[config.mk]
export PLATFORM = sky130hd
export DESIGN_NAME = coproc_core_end_flat
export DESIGN_NICKNAME = d
export VERILOG_FILES = /design/src/rtl/coproc_xfer_pkg.sv /design/src/rtl/coproc_link_if.sv /design/src/rtl/coproc_core_end.sv /design/src/flat_wrapper.sv
export SDC_FILE = /design/constraint.sdc
export NUM_CORES = 1
export LEC_CHECK = 0
export ABC_CLOCK_PERIOD_IN_PS = 3430
export BUFFER_PORTS_ARGS = -buffer_cell sky130_fd_sc_hd__buf_2
export CORE_MARGIN = 2
export CORE_UTILIZATION = 40
export DETAILED_ROUTE_END_ITERATION = 16
export PLACE_DENSITY = 0.77
export SLEW_MARGIN = 20
export SYNTH_ARGS = -nofsm -noshare
export SYNTH_HDL_FRONTEND = slang
export SYNTH_SLANG_ARGS = --single-unit
[constraint.sdc]
create_clock -name CLK_I -period 3.43 [get_ports CLK_I]
set_clock_uncertainty 0.05 [all_clocks]
set_input_delay 0.686 -clock CLK_I [delete_from_list [all_inputs] [get_ports CLK_I]]
set_output_delay 0.686 -clock CLK_I [all_outputs]
set_load 0.01 [all_outputs]
[src/rtl/coproc_xfer_pkg.sv]
package coproc_xfer_pkg;
  localparam int WORD_W = 32;
  localparam int RNUM_W = 4;
  localparam int COND_HI = 31;
  localparam int COND_LO = 28;
  localparam int CLASS_HI = 27;
  localparam int CLASS_LO = 24;
  localparam int OPC_HI = 23;
  localparam int OPC_LO = 21;
  localparam int DIR_BIT = 20;
  localparam int XREG_HI = 19;
  localparam int XREG_LO = 16;
  localparam int CORE_REG_HI = 15;
  localparam int CORE_REG_LO = 12;
  localparam int NUM_HI = 11;
  localparam int NUM_LO = 8;
  localparam int INFO_HI = 7;
  localparam int INFO_LO = 5;
  localparam int XFER_BIT = 4;
  localparam int OPND_HI = 3;
  localparam int OPND_LO = 0;
  localparam logic [3:0] CLASS_CDP_RT = 4'he;
  // Undefined class: bits 27:25 = 3'b011 with bit 4 set
  localparam logic [2:0] UNDEF_CLASS = 3'h3;
  localparam logic [3:0] PC_REG = 4'hf;
  localparam logic [WORD_W-1:0] PC_XFER_OFFSET = 32'h0000000c;
  // Flag positions inside the flag nibble: N Z C V
  localparam int FLAG_N = 3;
  localparam int FLAG_Z = 2;
  localparam int FLAG_C = 1;
  localparam int FLAG_V = 0;
  localparam int COND_AL = 14;
  localparam int COND_NV = 15;
  // Phase codes presented on the handshake, for cycle accounting
  typedef enum logic [1:0] {
    PH_S = 2'h0,
    PH_N = 2'h1,
    PH_I = 2'h2,
    PH_C = 2'h3
  } cycle_kind_t;
endpackage

[src/rtl/coproc_link_if.sv]
`timescale 1ns/100ps
`default_nettype none
interface coproc_link_if;
  import coproc_xfer_pkg::*;
  logic offer;
  logic [WORD_W-1:0] instr;
  cycle_kind_t phase;
  logic coproc_absent_line;
  logic coproc_busy_line;
  logic [WORD_W-1:0] core_data;
  logic [WORD_W-1:0] coproc_data;
  modport core (
    output offer,
    output instr,
    output phase,
    output core_data,
    input coproc_absent_line,
    input coproc_busy_line,
    input coproc_data
  );
  modport coproc (
    input offer,
    input instr,
    input phase,
    input core_data,
    output coproc_absent_line,
    output coproc_busy_line,
    output coproc_data
  );
endinterface
`default_nettype wire

[src/rtl/coproc_core_end.sv]
// Decided for this implementation: the register offsets and the strobed register port.
`timescale 1ns/100ps
`default_nettype none
// Summary of operation
// RL1 - Execute only when condition passes flags
// RL2 - Number field picks the addressed coprocessor
// RL3 - Bit 20 picks transfer direction
// RL4 - Bits 15:12 name the core register
// RL5 - Coprocessor register from bits 19:16
// RL6 - Second coprocessor operand from bits 3:0
// RL7 - Opcode and info fields belong to coprocessor
// RL8 - PC destination copies word bits into flags
// RL9 - PC destination changes nothing else
// RL10 - PC source supplies instruction address plus 12
// RL11 - Coproc-to-core: 1S, (b+1)I, 1C
// RL12 - Core-to-coproc: 1S, bI, 1C
// RL13 - True undefined instruction takes the trap
// RL14 - Undefined instruction offered to coprocessors first
// RL15 - Coprocessors refuse with absent and busy high
// RL16 - Undefined handling: 2S, 1I, 1N
// RL17 - Busy inserts internal waits before transfer
// RL18 - Sender drives word during C cycle
module coproc_core_end
  import coproc_xfer_pkg::*;
(
  input wire logic CLK_I,
  input wire logic SRST_I,
  input wire logic START_I,
  input wire logic [coproc_xfer_pkg::WORD_W-1:0] INSTR_I,
  input wire logic [coproc_xfer_pkg::WORD_W-1:0] INSTR_ADDR_I,
  input wire logic [3:0] FLAGS_I,
  input wire logic [coproc_xfer_pkg::WORD_W-1:0] REG_RDATA_I,
  output logic [3:0] REG_RADDR_O,
  output logic DONE_O,
  output logic REG_WE_O,
  output logic [3:0] REG_WADDR_O,
  output logic [coproc_xfer_pkg::WORD_W-1:0] REG_WDATA_O,
  output logic FLAGS_WE_O,
  output logic [3:0] FLAGS_O,
  output logic UNDEF_TRAP_O,
  output logic ABSENT_TRAP_O,
  output logic [1:0] CYCLE_KIND_O,
  coproc_link_if.core link
);
  import coproc_xfer_pkg::*;

  typedef enum logic [2:0] {
    ST_IDLE = 3'h0,
    ST_S = 3'h1,
    ST_WAIT = 3'h3,
    ST_XFER = 3'h2,
    ST_UND_S2 = 3'h6,
    ST_UND_I = 3'h7,
    ST_UND_N = 3'h5
  } state_t;

  function automatic logic cond_pass(input logic [3:0] c, input logic [3:0] f);
    logic n, z, cy, v;
    n = f[FLAG_N];
    z = f[FLAG_Z];
    cy = f[FLAG_C];
    v = f[FLAG_V];
    case (c)
      4'h0: cond_pass = z;
      4'h1: cond_pass = !z;
      4'h2: cond_pass = cy;
      4'h3: cond_pass = !cy;
      4'h4: cond_pass = n;
      4'h5: cond_pass = !n;
      4'h6: cond_pass = v;
      4'h7: cond_pass = !v;
      4'h8: cond_pass = cy && !z;
      4'h9: cond_pass = !cy || z;
      4'ha: cond_pass = n == v;
      4'hb: cond_pass = n != v;
      4'hc: cond_pass = !z && (n == v);
      4'hd: cond_pass = z || (n != v);
      4'he: cond_pass = 1'b1;
      default: cond_pass = 1'b0;
    endcase
  endfunction

  state_t state, next_state;
  logic [WORD_W-1:0] instr, next_instr;
  logic [WORD_W-1:0] addr, next_addr;
  logic offer, next_offer;
  cycle_kind_t phase, next_phase;
  logic [WORD_W-1:0] cdata, next_cdata;
  logic done, next_done;
  logic reg_we, next_reg_we;
  logic [WORD_W-1:0] reg_wdata, next_reg_wdata;
  logic flags_we, next_flags_we;
  logic [3:0] flags_out, next_flags_out;
  logic und_trap, next_und_trap;
  logic abs_trap, next_abs_trap;
  logic is_rt, is_und, to_core;

  assign is_rt = INSTR_I[CLASS_HI:CLASS_LO] == CLASS_CDP_RT && INSTR_I[XFER_BIT];
  assign is_und = INSTR_I[CLASS_HI:CLASS_LO+1] == UNDEF_CLASS && INSTR_I[XFER_BIT];
  assign to_core = instr[DIR_BIT]; // RL3
  // Register read port is combinational; source read happens in the S cycle, or in the last I cycle when busy
  assign REG_RADDR_O = instr[CORE_REG_HI:CORE_REG_LO]; // RL4

  always_comb begin
    next_state = state;
    next_instr = instr;
    next_addr = addr;
    next_offer = offer;
    next_phase = phase;
    next_cdata = cdata;
    next_done = 1'b0;
    next_reg_we = 1'b0;
    next_reg_wdata = reg_wdata;
    next_flags_we = 1'b0;
    next_flags_out = flags_out;
    next_und_trap = 1'b0;
    next_abs_trap = 1'b0;
    case (state)
      ST_IDLE: begin
        if (START_I) begin
          next_instr = INSTR_I;
          next_addr = INSTR_ADDR_I;
          if (!cond_pass(INSTR_I[COND_HI:COND_LO], FLAGS_I) || !(is_rt || is_und)) begin
            next_done = 1'b1; // RL1
          end else begin
            // Instruction goes out with the number field; only the match answers
            next_offer = 1'b1; // RL2 RL14
            next_phase = PH_S;
            next_state = ST_S;
          end
        end
      end
      ST_S: begin
        if (instr[CLASS_HI:CLASS_LO] != CLASS_CDP_RT) begin
          next_phase = PH_S;
          next_state = ST_UND_S2; // RL16
        end else if (link.coproc_absent_line) begin
          next_offer = 1'b0;
          next_abs_trap = 1'b1;
          next_done = 1'b1;
          next_state = ST_IDLE;
        end else if (link.coproc_busy_line || to_core) begin
          next_phase = PH_I; // RL11 RL17
          next_state = ST_WAIT;
        end else begin
          // PC as source reads instruction address plus 12
          next_cdata = (REG_RADDR_O == PC_REG) ? addr + PC_XFER_OFFSET : REG_RDATA_I; // RL10
          next_phase = PH_C; // RL12
          next_state = ST_XFER;
        end
      end
      ST_WAIT: begin
        if (!link.coproc_busy_line) begin // RL17
          if (!to_core) begin
            next_cdata = (REG_RADDR_O == PC_REG) ? addr + PC_XFER_OFFSET : REG_RDATA_I; // RL10
          end
          next_phase = PH_C;
          next_state = ST_XFER;
        end
      end
      ST_XFER: begin
        next_offer = 1'b0;
        next_phase = PH_S;
        next_done = 1'b1;
        next_state = ST_IDLE;
        if (to_core) begin
          if (instr[CORE_REG_HI:CORE_REG_LO] == PC_REG) begin
            // Only the top nibble lands in the flags; PC untouched
            next_flags_we = 1'b1; // RL9
            next_flags_out = link.coproc_data[COND_HI:COND_LO]; // RL8
          end else begin
            next_reg_we = 1'b1; // RL18
            next_reg_wdata = link.coproc_data;
          end
        end
      end
      ST_UND_S2: begin
        next_offer = 1'b0;
        next_phase = PH_I;
        next_state = ST_UND_I;
      end
      ST_UND_I: begin
        next_phase = PH_N;
        next_state = ST_UND_N;
      end
      ST_UND_N: begin
        next_phase = PH_S;
        next_und_trap = 1'b1; // RL13 RL15
        next_done = 1'b1;
        next_state = ST_IDLE;
      end
      default: begin
        next_state = ST_IDLE;
        next_offer = 1'b0;
      end
    endcase
  end

  always_ff @(posedge CLK_I) begin
    if (SRST_I) begin
      state <= ST_IDLE;
      instr <= '0;
      addr <= '0;
      offer <= 1'b0;
      phase <= PH_S;
      cdata <= '0;
      done <= 1'b0;
      reg_we <= 1'b0;
      reg_wdata <= '0;
      flags_we <= 1'b0;
      flags_out <= '0;
      und_trap <= 1'b0;
      abs_trap <= 1'b0;
    end else begin
      state <= next_state;
      instr <= next_instr;
      addr <= next_addr;
      offer <= next_offer;
      phase <= next_phase;
      cdata <= next_cdata;
      done <= next_done;
      reg_we <= next_reg_we;
      reg_wdata <= next_reg_wdata;
      flags_we <= next_flags_we;
      flags_out <= next_flags_out;
      und_trap <= next_und_trap;
      abs_trap <= next_abs_trap;
    end
  end

  assign link.offer = offer;
  assign link.instr = instr;
  assign link.phase = phase;
  assign link.core_data = cdata; // RL18
  assign DONE_O = done;
  assign REG_WE_O = reg_we;
  assign REG_WADDR_O = instr[CORE_REG_HI:CORE_REG_LO];
  assign REG_WDATA_O = reg_wdata;
  assign FLAGS_WE_O = flags_we;
  assign FLAGS_O = flags_out;
  assign UNDEF_TRAP_O = und_trap;
  assign ABSENT_TRAP_O = abs_trap;
  assign CYCLE_KIND_O = phase;
endmodule // coproc_core_end
`default_nettype wire

[src/flat_wrapper.sv]
// flat-port wrapper written by rule: the top's interface ports become plain ports
module coproc_core_end_flat import coproc_xfer_pkg::*;
  (CLK_I, SRST_I, START_I, INSTR_I, INSTR_ADDR_I, FLAGS_I, REG_RDATA_I, REG_RADDR_O, DONE_O, REG_WE_O, REG_WADDR_O, REG_WDATA_O, FLAGS_WE_O, FLAGS_O, UNDEF_TRAP_O, ABSENT_TRAP_O, CYCLE_KIND_O, link_offer, link_instr, link_phase, link_core_data, link_coproc_absent_line, link_coproc_busy_line, link_coproc_data);
  coproc_link_if link_i ();
  input wire logic CLK_I;
  input wire logic SRST_I;
  input wire logic START_I;
  input wire logic [coproc_xfer_pkg::WORD_W-1:0] INSTR_I;
  input wire logic [coproc_xfer_pkg::WORD_W-1:0] INSTR_ADDR_I;
  input wire logic [3:0] FLAGS_I;
  input wire logic [coproc_xfer_pkg::WORD_W-1:0] REG_RDATA_I;
  output logic [3:0] REG_RADDR_O;
  output logic DONE_O;
  output logic REG_WE_O;
  output logic [3:0] REG_WADDR_O;
  output logic [coproc_xfer_pkg::WORD_W-1:0] REG_WDATA_O;
  output logic FLAGS_WE_O;
  output logic [3:0] FLAGS_O;
  output logic UNDEF_TRAP_O;
  output logic ABSENT_TRAP_O;
  output logic [1:0] CYCLE_KIND_O;
  output wire logic [$bits(link_i.offer)-1:0] link_offer;
  output wire logic [$bits(link_i.instr)-1:0] link_instr;
  output wire logic [$bits(link_i.phase)-1:0] link_phase;
  output wire logic [$bits(link_i.core_data)-1:0] link_core_data;
  input wire logic [$bits(link_i.coproc_absent_line)-1:0] link_coproc_absent_line;
  input wire logic [$bits(link_i.coproc_busy_line)-1:0] link_coproc_busy_line;
  input wire logic [$bits(link_i.coproc_data)-1:0] link_coproc_data;
  assign link_offer = link_i.offer;
  assign link_instr = link_i.instr;
  assign link_phase = link_i.phase;
  assign link_core_data = link_i.core_data;
  assign link_i.coproc_absent_line = link_coproc_absent_line;
  assign link_i.coproc_busy_line = link_coproc_busy_line;
  assign link_i.coproc_data = link_coproc_data;
  coproc_core_end u_core (.CLK_I(CLK_I), .SRST_I(SRST_I), .START_I(START_I), .INSTR_I(INSTR_I), .INSTR_ADDR_I(INSTR_ADDR_I), .FLAGS_I(FLAGS_I), .REG_RDATA_I(REG_RDATA_I), .REG_RADDR_O(REG_RADDR_O), .DONE_O(DONE_O), .REG_WE_O(REG_WE_O), .REG_WADDR_O(REG_WADDR_O), .REG_WDATA_O(REG_WDATA_O), .FLAGS_WE_O(FLAGS_WE_O), .FLAGS_O(FLAGS_O), .UNDEF_TRAP_O(UNDEF_TRAP_O), .ABSENT_TRAP_O(ABSENT_TRAP_O), .CYCLE_KIND_O(CYCLE_KIND_O), .link(link_i));
endmodule
== Yosys cells after proc, flatten, opt, wreduce, memory -nomap -nowiden ==
Cells that the tools add are included.
Storage, ports and cells
  output and inout bits: 118
  bits in registers: 143
  logic and storage cells: 121
  input port bits: 137
Operators by class
  multiplexer cells: 37
  eq/ne operators: 35
  add/subtract/negate cells: 1
  reductions and logical operators: 30
  bitwise gates (word level): 5
Operators with widths (count)
  two-way mux 32 bit: 6
  case mux 32 bit (2 select lines): 1
  equality test 4 bit (second input constant): 9
  adder 32 x 4 -> 32 bit (second input constant): 1
  equality test 4 x 3 -> 1 bit (second input constant): 4
  != test 2 bit (second input constant): 8
  two-way mux 1 bit: 15
  two-way mux 3 bit: 5
  case mux 1 bit (15 select lines): 1
  case mux 3 bit (5 select lines): 1
  case mux 2 bit (6 select lines): 1
  two-way mux 2 bit: 5
  AND reduction 5 bit: 2
  equality test 3 x 2 -> 1 bit (second input constant): 3
  equality test 3 bit (second input constant): 3
  AND reduction 3 bit: 3
  equality test 4 x 2 -> 1 bit (second input constant): 2
  zero test 1 bit: 6
  case mux 1 bit (3 select lines): 2
  AND reduction 6 bit: 1
  nonzero test 6 bit: 1
  OR reduction 3 bit: 2
  logical OR 1 bit: 5
  NOT 1 bit: 5
  12 further kinds: 16

== Depth between registers and ports, before layout ==
  depth in word-level cells: 10
  depth in mapped cells: 10
  mapped depth without buffers: 9

== Least setup slack after synthesis ==
OpenSTA, ideal clock, no wires.
  path kind: in2reg
  start point: input port INSTR_I[30] (netlist bit)
  end point: register u_core.phase[1] (netlist: u_core.CYCLE_KIND_O[1])
  setup slack: 1.189 ns
  data arrival time: 2.120 ns
  setup time: 0.070 ns
  path buffers: 1
  stages: 8
  required time: 3.310 ns
  cell sequence: buf_2 -> and2_1 -> or3b_1 -> a41oi_2 -> nor4_1 -> o21a_1 -> a211o_1 -> a21oi_1
Between the ends
  word-level cells in the longest chain between the ends: 8
  elaborated cells between the ends (all ways): 22
  those cells by class: eq/ne (15); mux (3); reduce/logical (4)
RTL lines
  start: declaration: RTL line flat_wrapper.sv:8  | input wire logic [coproc_xfer_pkg::WORD_W-1:0] INSTR_I;
  equality test 4 bit, or another cell as far along: RTL line coproc_core_end.sv:63  | case (c)
  case mux 1 bit (15 select lines) *: RTL line coproc_core_end.sv:63
  two-way mux 1 bit *: RTL line coproc_core_end.sv:120  | if (START_I) begin
  two-way mux 1 bit *: RTL line coproc_core_end.sv:118  | case (state)
  zero test 1 bit *: RTL line coproc_core_end.sv:123  | if (!cond_pass(INSTR_I[COND_HI:COND_LO], FLAGS_I) || !(is_rt || is_und)) begin
  logical OR 1 bit *: RTL line coproc_core_end.sv:123
  != test 2 bit (no source line) *
  AND reduction 5 bit (no source line) *
  end signal: assignment: RTL line coproc_core_end.sv:219  | phase <= next_phase;
  end: declaration: RTL line coproc_core_end.sv:87  | cycle_kind_t phase, next_phase;
Mark *: on every way between the ends. The rest lies on a longest branch, timed or not. The select of a mux whose other input is x is not followed.
A chain may end at the register's enable or synchronous reset.

== Worst setup path in the final report ==
  start point: register u_core.addr[2]
  end point: register u_core.cdata[26] (netlist: u_core.link.core_data[26])
Between the ends
  word-level cells in the longest chain between the ends: 6
  elaborated cells between the ends (all ways): 8
  those cells by class: add/sub (1); mux (7)
RTL lines
  start: declaration: RTL line coproc_core_end.sv:85  | logic [WORD_W-1:0] addr, next_addr;
  start signal: assignment: RTL line coproc_core_end.sv:217  | addr <= next_addr;
  adder 32 x 4 -> 32 bit *: RTL line coproc_core_end.sv:147, coproc_core_end.sv:155
  two-way mux 32 bit *: RTL line coproc_core_end.sv:147, coproc_core_end.sv:155
  two-way mux 32 bit: RTL line coproc_core_end.sv:142  | end else if (link.coproc_busy_line || to_core) begin
  two-way mux 32 bit: RTL line coproc_core_end.sv:137  | end else if (link.coproc_absent_line) begin
  two-way mux 32 bit: RTL line coproc_core_end.sv:134  | if (instr[CLASS_HI:CLASS_LO] != CLASS_CDP_RT) begin
  case mux 32 bit (2 select lines) *: RTL line coproc_core_end.sv:118
  end signal: assignment: RTL line coproc_core_end.sv:220  | cdata <= next_cdata;
  end: declaration: RTL line coproc_core_end.sv:88  | logic [WORD_W-1:0] cdata, next_cdata;
Marks and branches as above.

==> reports/results.ini <==
[outcome]
outcome = complete, no violations

[logic_synthesis]
synth_xor_area_share_pct = 3.808
yosys_register_bits = 143
avgSynthCellArea_sq_um = 7.638
synth_edf_count = 0
ys.flop_type = dfxtp_1
muxShareOfSynthArea_pct = 0.4836
yosysSeqAreaShare_pct = 46.10
synth_top_area_share_pct = 46.10
synth_area_sq_um = 6210
synthCells = 813
synth_nets = 951
yosysTopAreaCell = dfxtp_1
synthArstFlopShare_pct = 0
synthSimpleGateAreaFrac_pct = 25.33
yosys_warnings = 0
synth_top_family_by_area = simple AND/OR/NAND/NOR gates
synth_cell_types = 58
synthAdderAreaFrac_pct = 0.2015
ys_top_cells_by_area = dfxtp_1, nand2_1, a21oi_1
synth_compound_area_share_pct = 18.52

[timing]
rsz0062_at_grt = no
tightest_slew_ps = 851.9
fmax_mhz = 419.9
setup_tns_ps = 0
finalHoldViolations = 0
fin_crit_ps = 2381
finalCritPeriodShare_pct = 69.43
setup_ws_ps = 1049
slew-limit-headroom_pct = 43.04
setup_viol = 0
maxSlewViolCount = 0

[route]
drt-total-wl_microns = 17740
drtAntennaViolNets = 0
firstDrtPassIters = 5
drc_errors = 0
drt_iter0_drc = 424
vias = 6304
detail_route.wl_per_cell_microns = 14.47
via_per_inst = 5.142

[clock_network]
clock_path_buffers = 2
cts_sinks = 143
cts_buffers = 17
post-cts-setup-buffers = 0
clk_latency_ps = 410
post_cts_resized = 0
cts_root_buffer = clkbuf_16
path_clk_slew_ps = 60
cts_hold_buf = 0
cts_tree = yes
htree_num_levels = 4

[cells_and_area]
fill_cells = 1498
nets = 1165
final_cell_mix = buf_2, nand2_1, dfxtp_1
drive_gt1_share_pct = 29.48
final_common_cell = buf_2
syn_to_final_growth_pct = 29.48
diodes = 0

[global_route]
overflow = 0
grt_pass1_wl_microns = 27370
grt_pass1_vias = 5687
antenna_found_initial = 0
grt_usage_pct = 20.85
grt_max_degree = 60

[worst_setup_path]
max_stage_delay_ps = 400
crit_family = simple AND/OR/NAND/NOR gates
crit_slowest_cell = dfxtp_1
crit_type = flip-flop to flip-flop
end_kind = flip-flop
cp-start-kind = flip-flop
cp_max_fo = 5
cp.required_ps = 3680
crit_chain = inv_1 > ha_1 > nand2b_1 > nor2_1 > nand4_1 > nor3_1 > xnor2_1 > a211oi_1 > a31o_2
crit_buf_inv = 1
crit_arrival_ps = 2630

[power_and_ir_drop]
p_sw_share_pct = 27.81
netSwitchingPower_mw = 1.182
p_per_area_nw_per_um2 = 528.5
p_comb_share_pct = 15.9
power_leakage_nw = 3.510
internal_power_mw = 3.067
peakVddDrop_mv = 0.3176
clockPowerShare_pct = 39.5
p_seq_share_pct = 44.5

[placed_design]
dp_slack_ps = 972.8
place.gp.congestion = 0.8596
port-buffer-count = 254
hpwl_microns = 12820

[run]
max_cap_violations = 0

[floorplan]
num_rows = 45
fp.dieW_microns = 128.6
num_io_pins = 255
start_util_pct = 40.85
core_sq_um = 15200
die_y_microns = 128.6
dieArea_sq_um = 16540

[worst_hold_path]
min_path_type = flip-flop to flip-flop

-- worst paths after layout --
check / startpoint / endpoint / slack [ps] / cells after the start
worst max-delay path: u_core.addr[2] / u_core.link.core_data[26] / 1050 / 9
worst max register to register: u_core.addr[2] / u_core.link.core_data[26] / 1050 / 9
worst min register to register: u_core.link.instr[3] / u_core.link.instr[3] / 400 / 2
worst min-delay path: u_core.link.instr[3] / u_core.link.instr[3] / 400 / 2
-- worst min-delay path: stages, from the launching register on --
cell and delay (ps):
dfxtp_1 300, nand2_1 50, a21oi_1 50
-- through the flow --
step	power (mW)	util, %	hold slack [ps]	area (sq um)	std cells
finish	4.249	52.89	399.8	8040	1226
global route	4.465	52.89	414.8	8040	1226
CTS	4.289	52.89	401.6	8040	1226
detailed placement	2.606	49.38	393.7	7507	1196
global placement	2.594	49.38	388.4	7507	1196
floorplan	2.351	-	386.6	6210	813
-- sequential cells by signal, indices dropped and copies added (netlist names) --
name                   flops
u_core.addr               32
u_core.UNDEF_TRAP_O        1
u_core.CYCLE_KIND_O        2
u_core.link.offer          1
u_core.DONE_O              1
u_core.FLAGS_O             4
u_core.FLAGS_WE_O          1
u_core.REG_WE_O            1
u_core.link.instr         32
u_core.state               3
u_core.link.core_data     32
u_core.ABSENT_TRAP_O       1
u_core.REG_WDATA_O        32
-- cells by family (layout without fill, tap and decap cells) --
group / count (synthesis) / count (layout)
AND/OR/NAND/NOR: 363 / 363
AO/OA/AOI/OAI: 200 / 200
flip-flops: 143 / 143
buffers and inverters: 76 / 301
XOR/XNOR: 27 / 27
multiplexers: 3 / 3
adder cells (fa/ha/maj): 1 / 1
-- area by class of cell --
class	count	area [sq um]	share of cell area, %
Clock inverter	6	61.31	0.7625
Clock buffer	24	471.7	5.867
Sequential cell	143	2863	35.61
Timing Repair Buffer	263	1366	16.99
Inverter	8	30.03	0.3735
Tap cell	188	235.2	2.926
Multi-Input combinational cell	594	3013	37.47
-- cell usage after synthesis, drive strengths merged, types with 2 or more instances --
cell	instances
nand2b	4
a21oi	136
and3	5
clkbuf	40
or3b	3
nand2	231
nor2	60
a311oi	3
a31oi	3
o31ai	2
inv	7
buf	28
o211ai	5
and2	3
o2111ai	2
nor4	4
or2	2
a211oi	14
xnor2	16
a21o	3
a31o	5
o21ai	17
nand3	18
or3	2
nor2b	3
and4	4
xor2	11
nand4	9
nor3	10
dfxtp	143
mux2i	3
-- power by group through the flow --
stage / logic [mW] / registers, mW / clock network [mW]
after floorplan: 0.432 / 1.92 / 0
after global placement: 0.674 / 1.92 / 0
after detailed placement: 0.681 / 1.92 / 0
after CTS: 0.685 / 1.89 / 1.71
after global routing: 0.768 / 1.91 / 1.79
final: 0.678 / 1.89 / 1.68
-- layer usage --
layer  share of wire, %  GRT usage [%]  up-vias
met3                6.8          5.613       39
met2                 47          33.70      230
li1                   -              -     3166
met5                  0              0        -
met1                 43          26.30     2869
met4                2.6          9.079        0
Note: power is estimated with default switching activity, not from simulation.
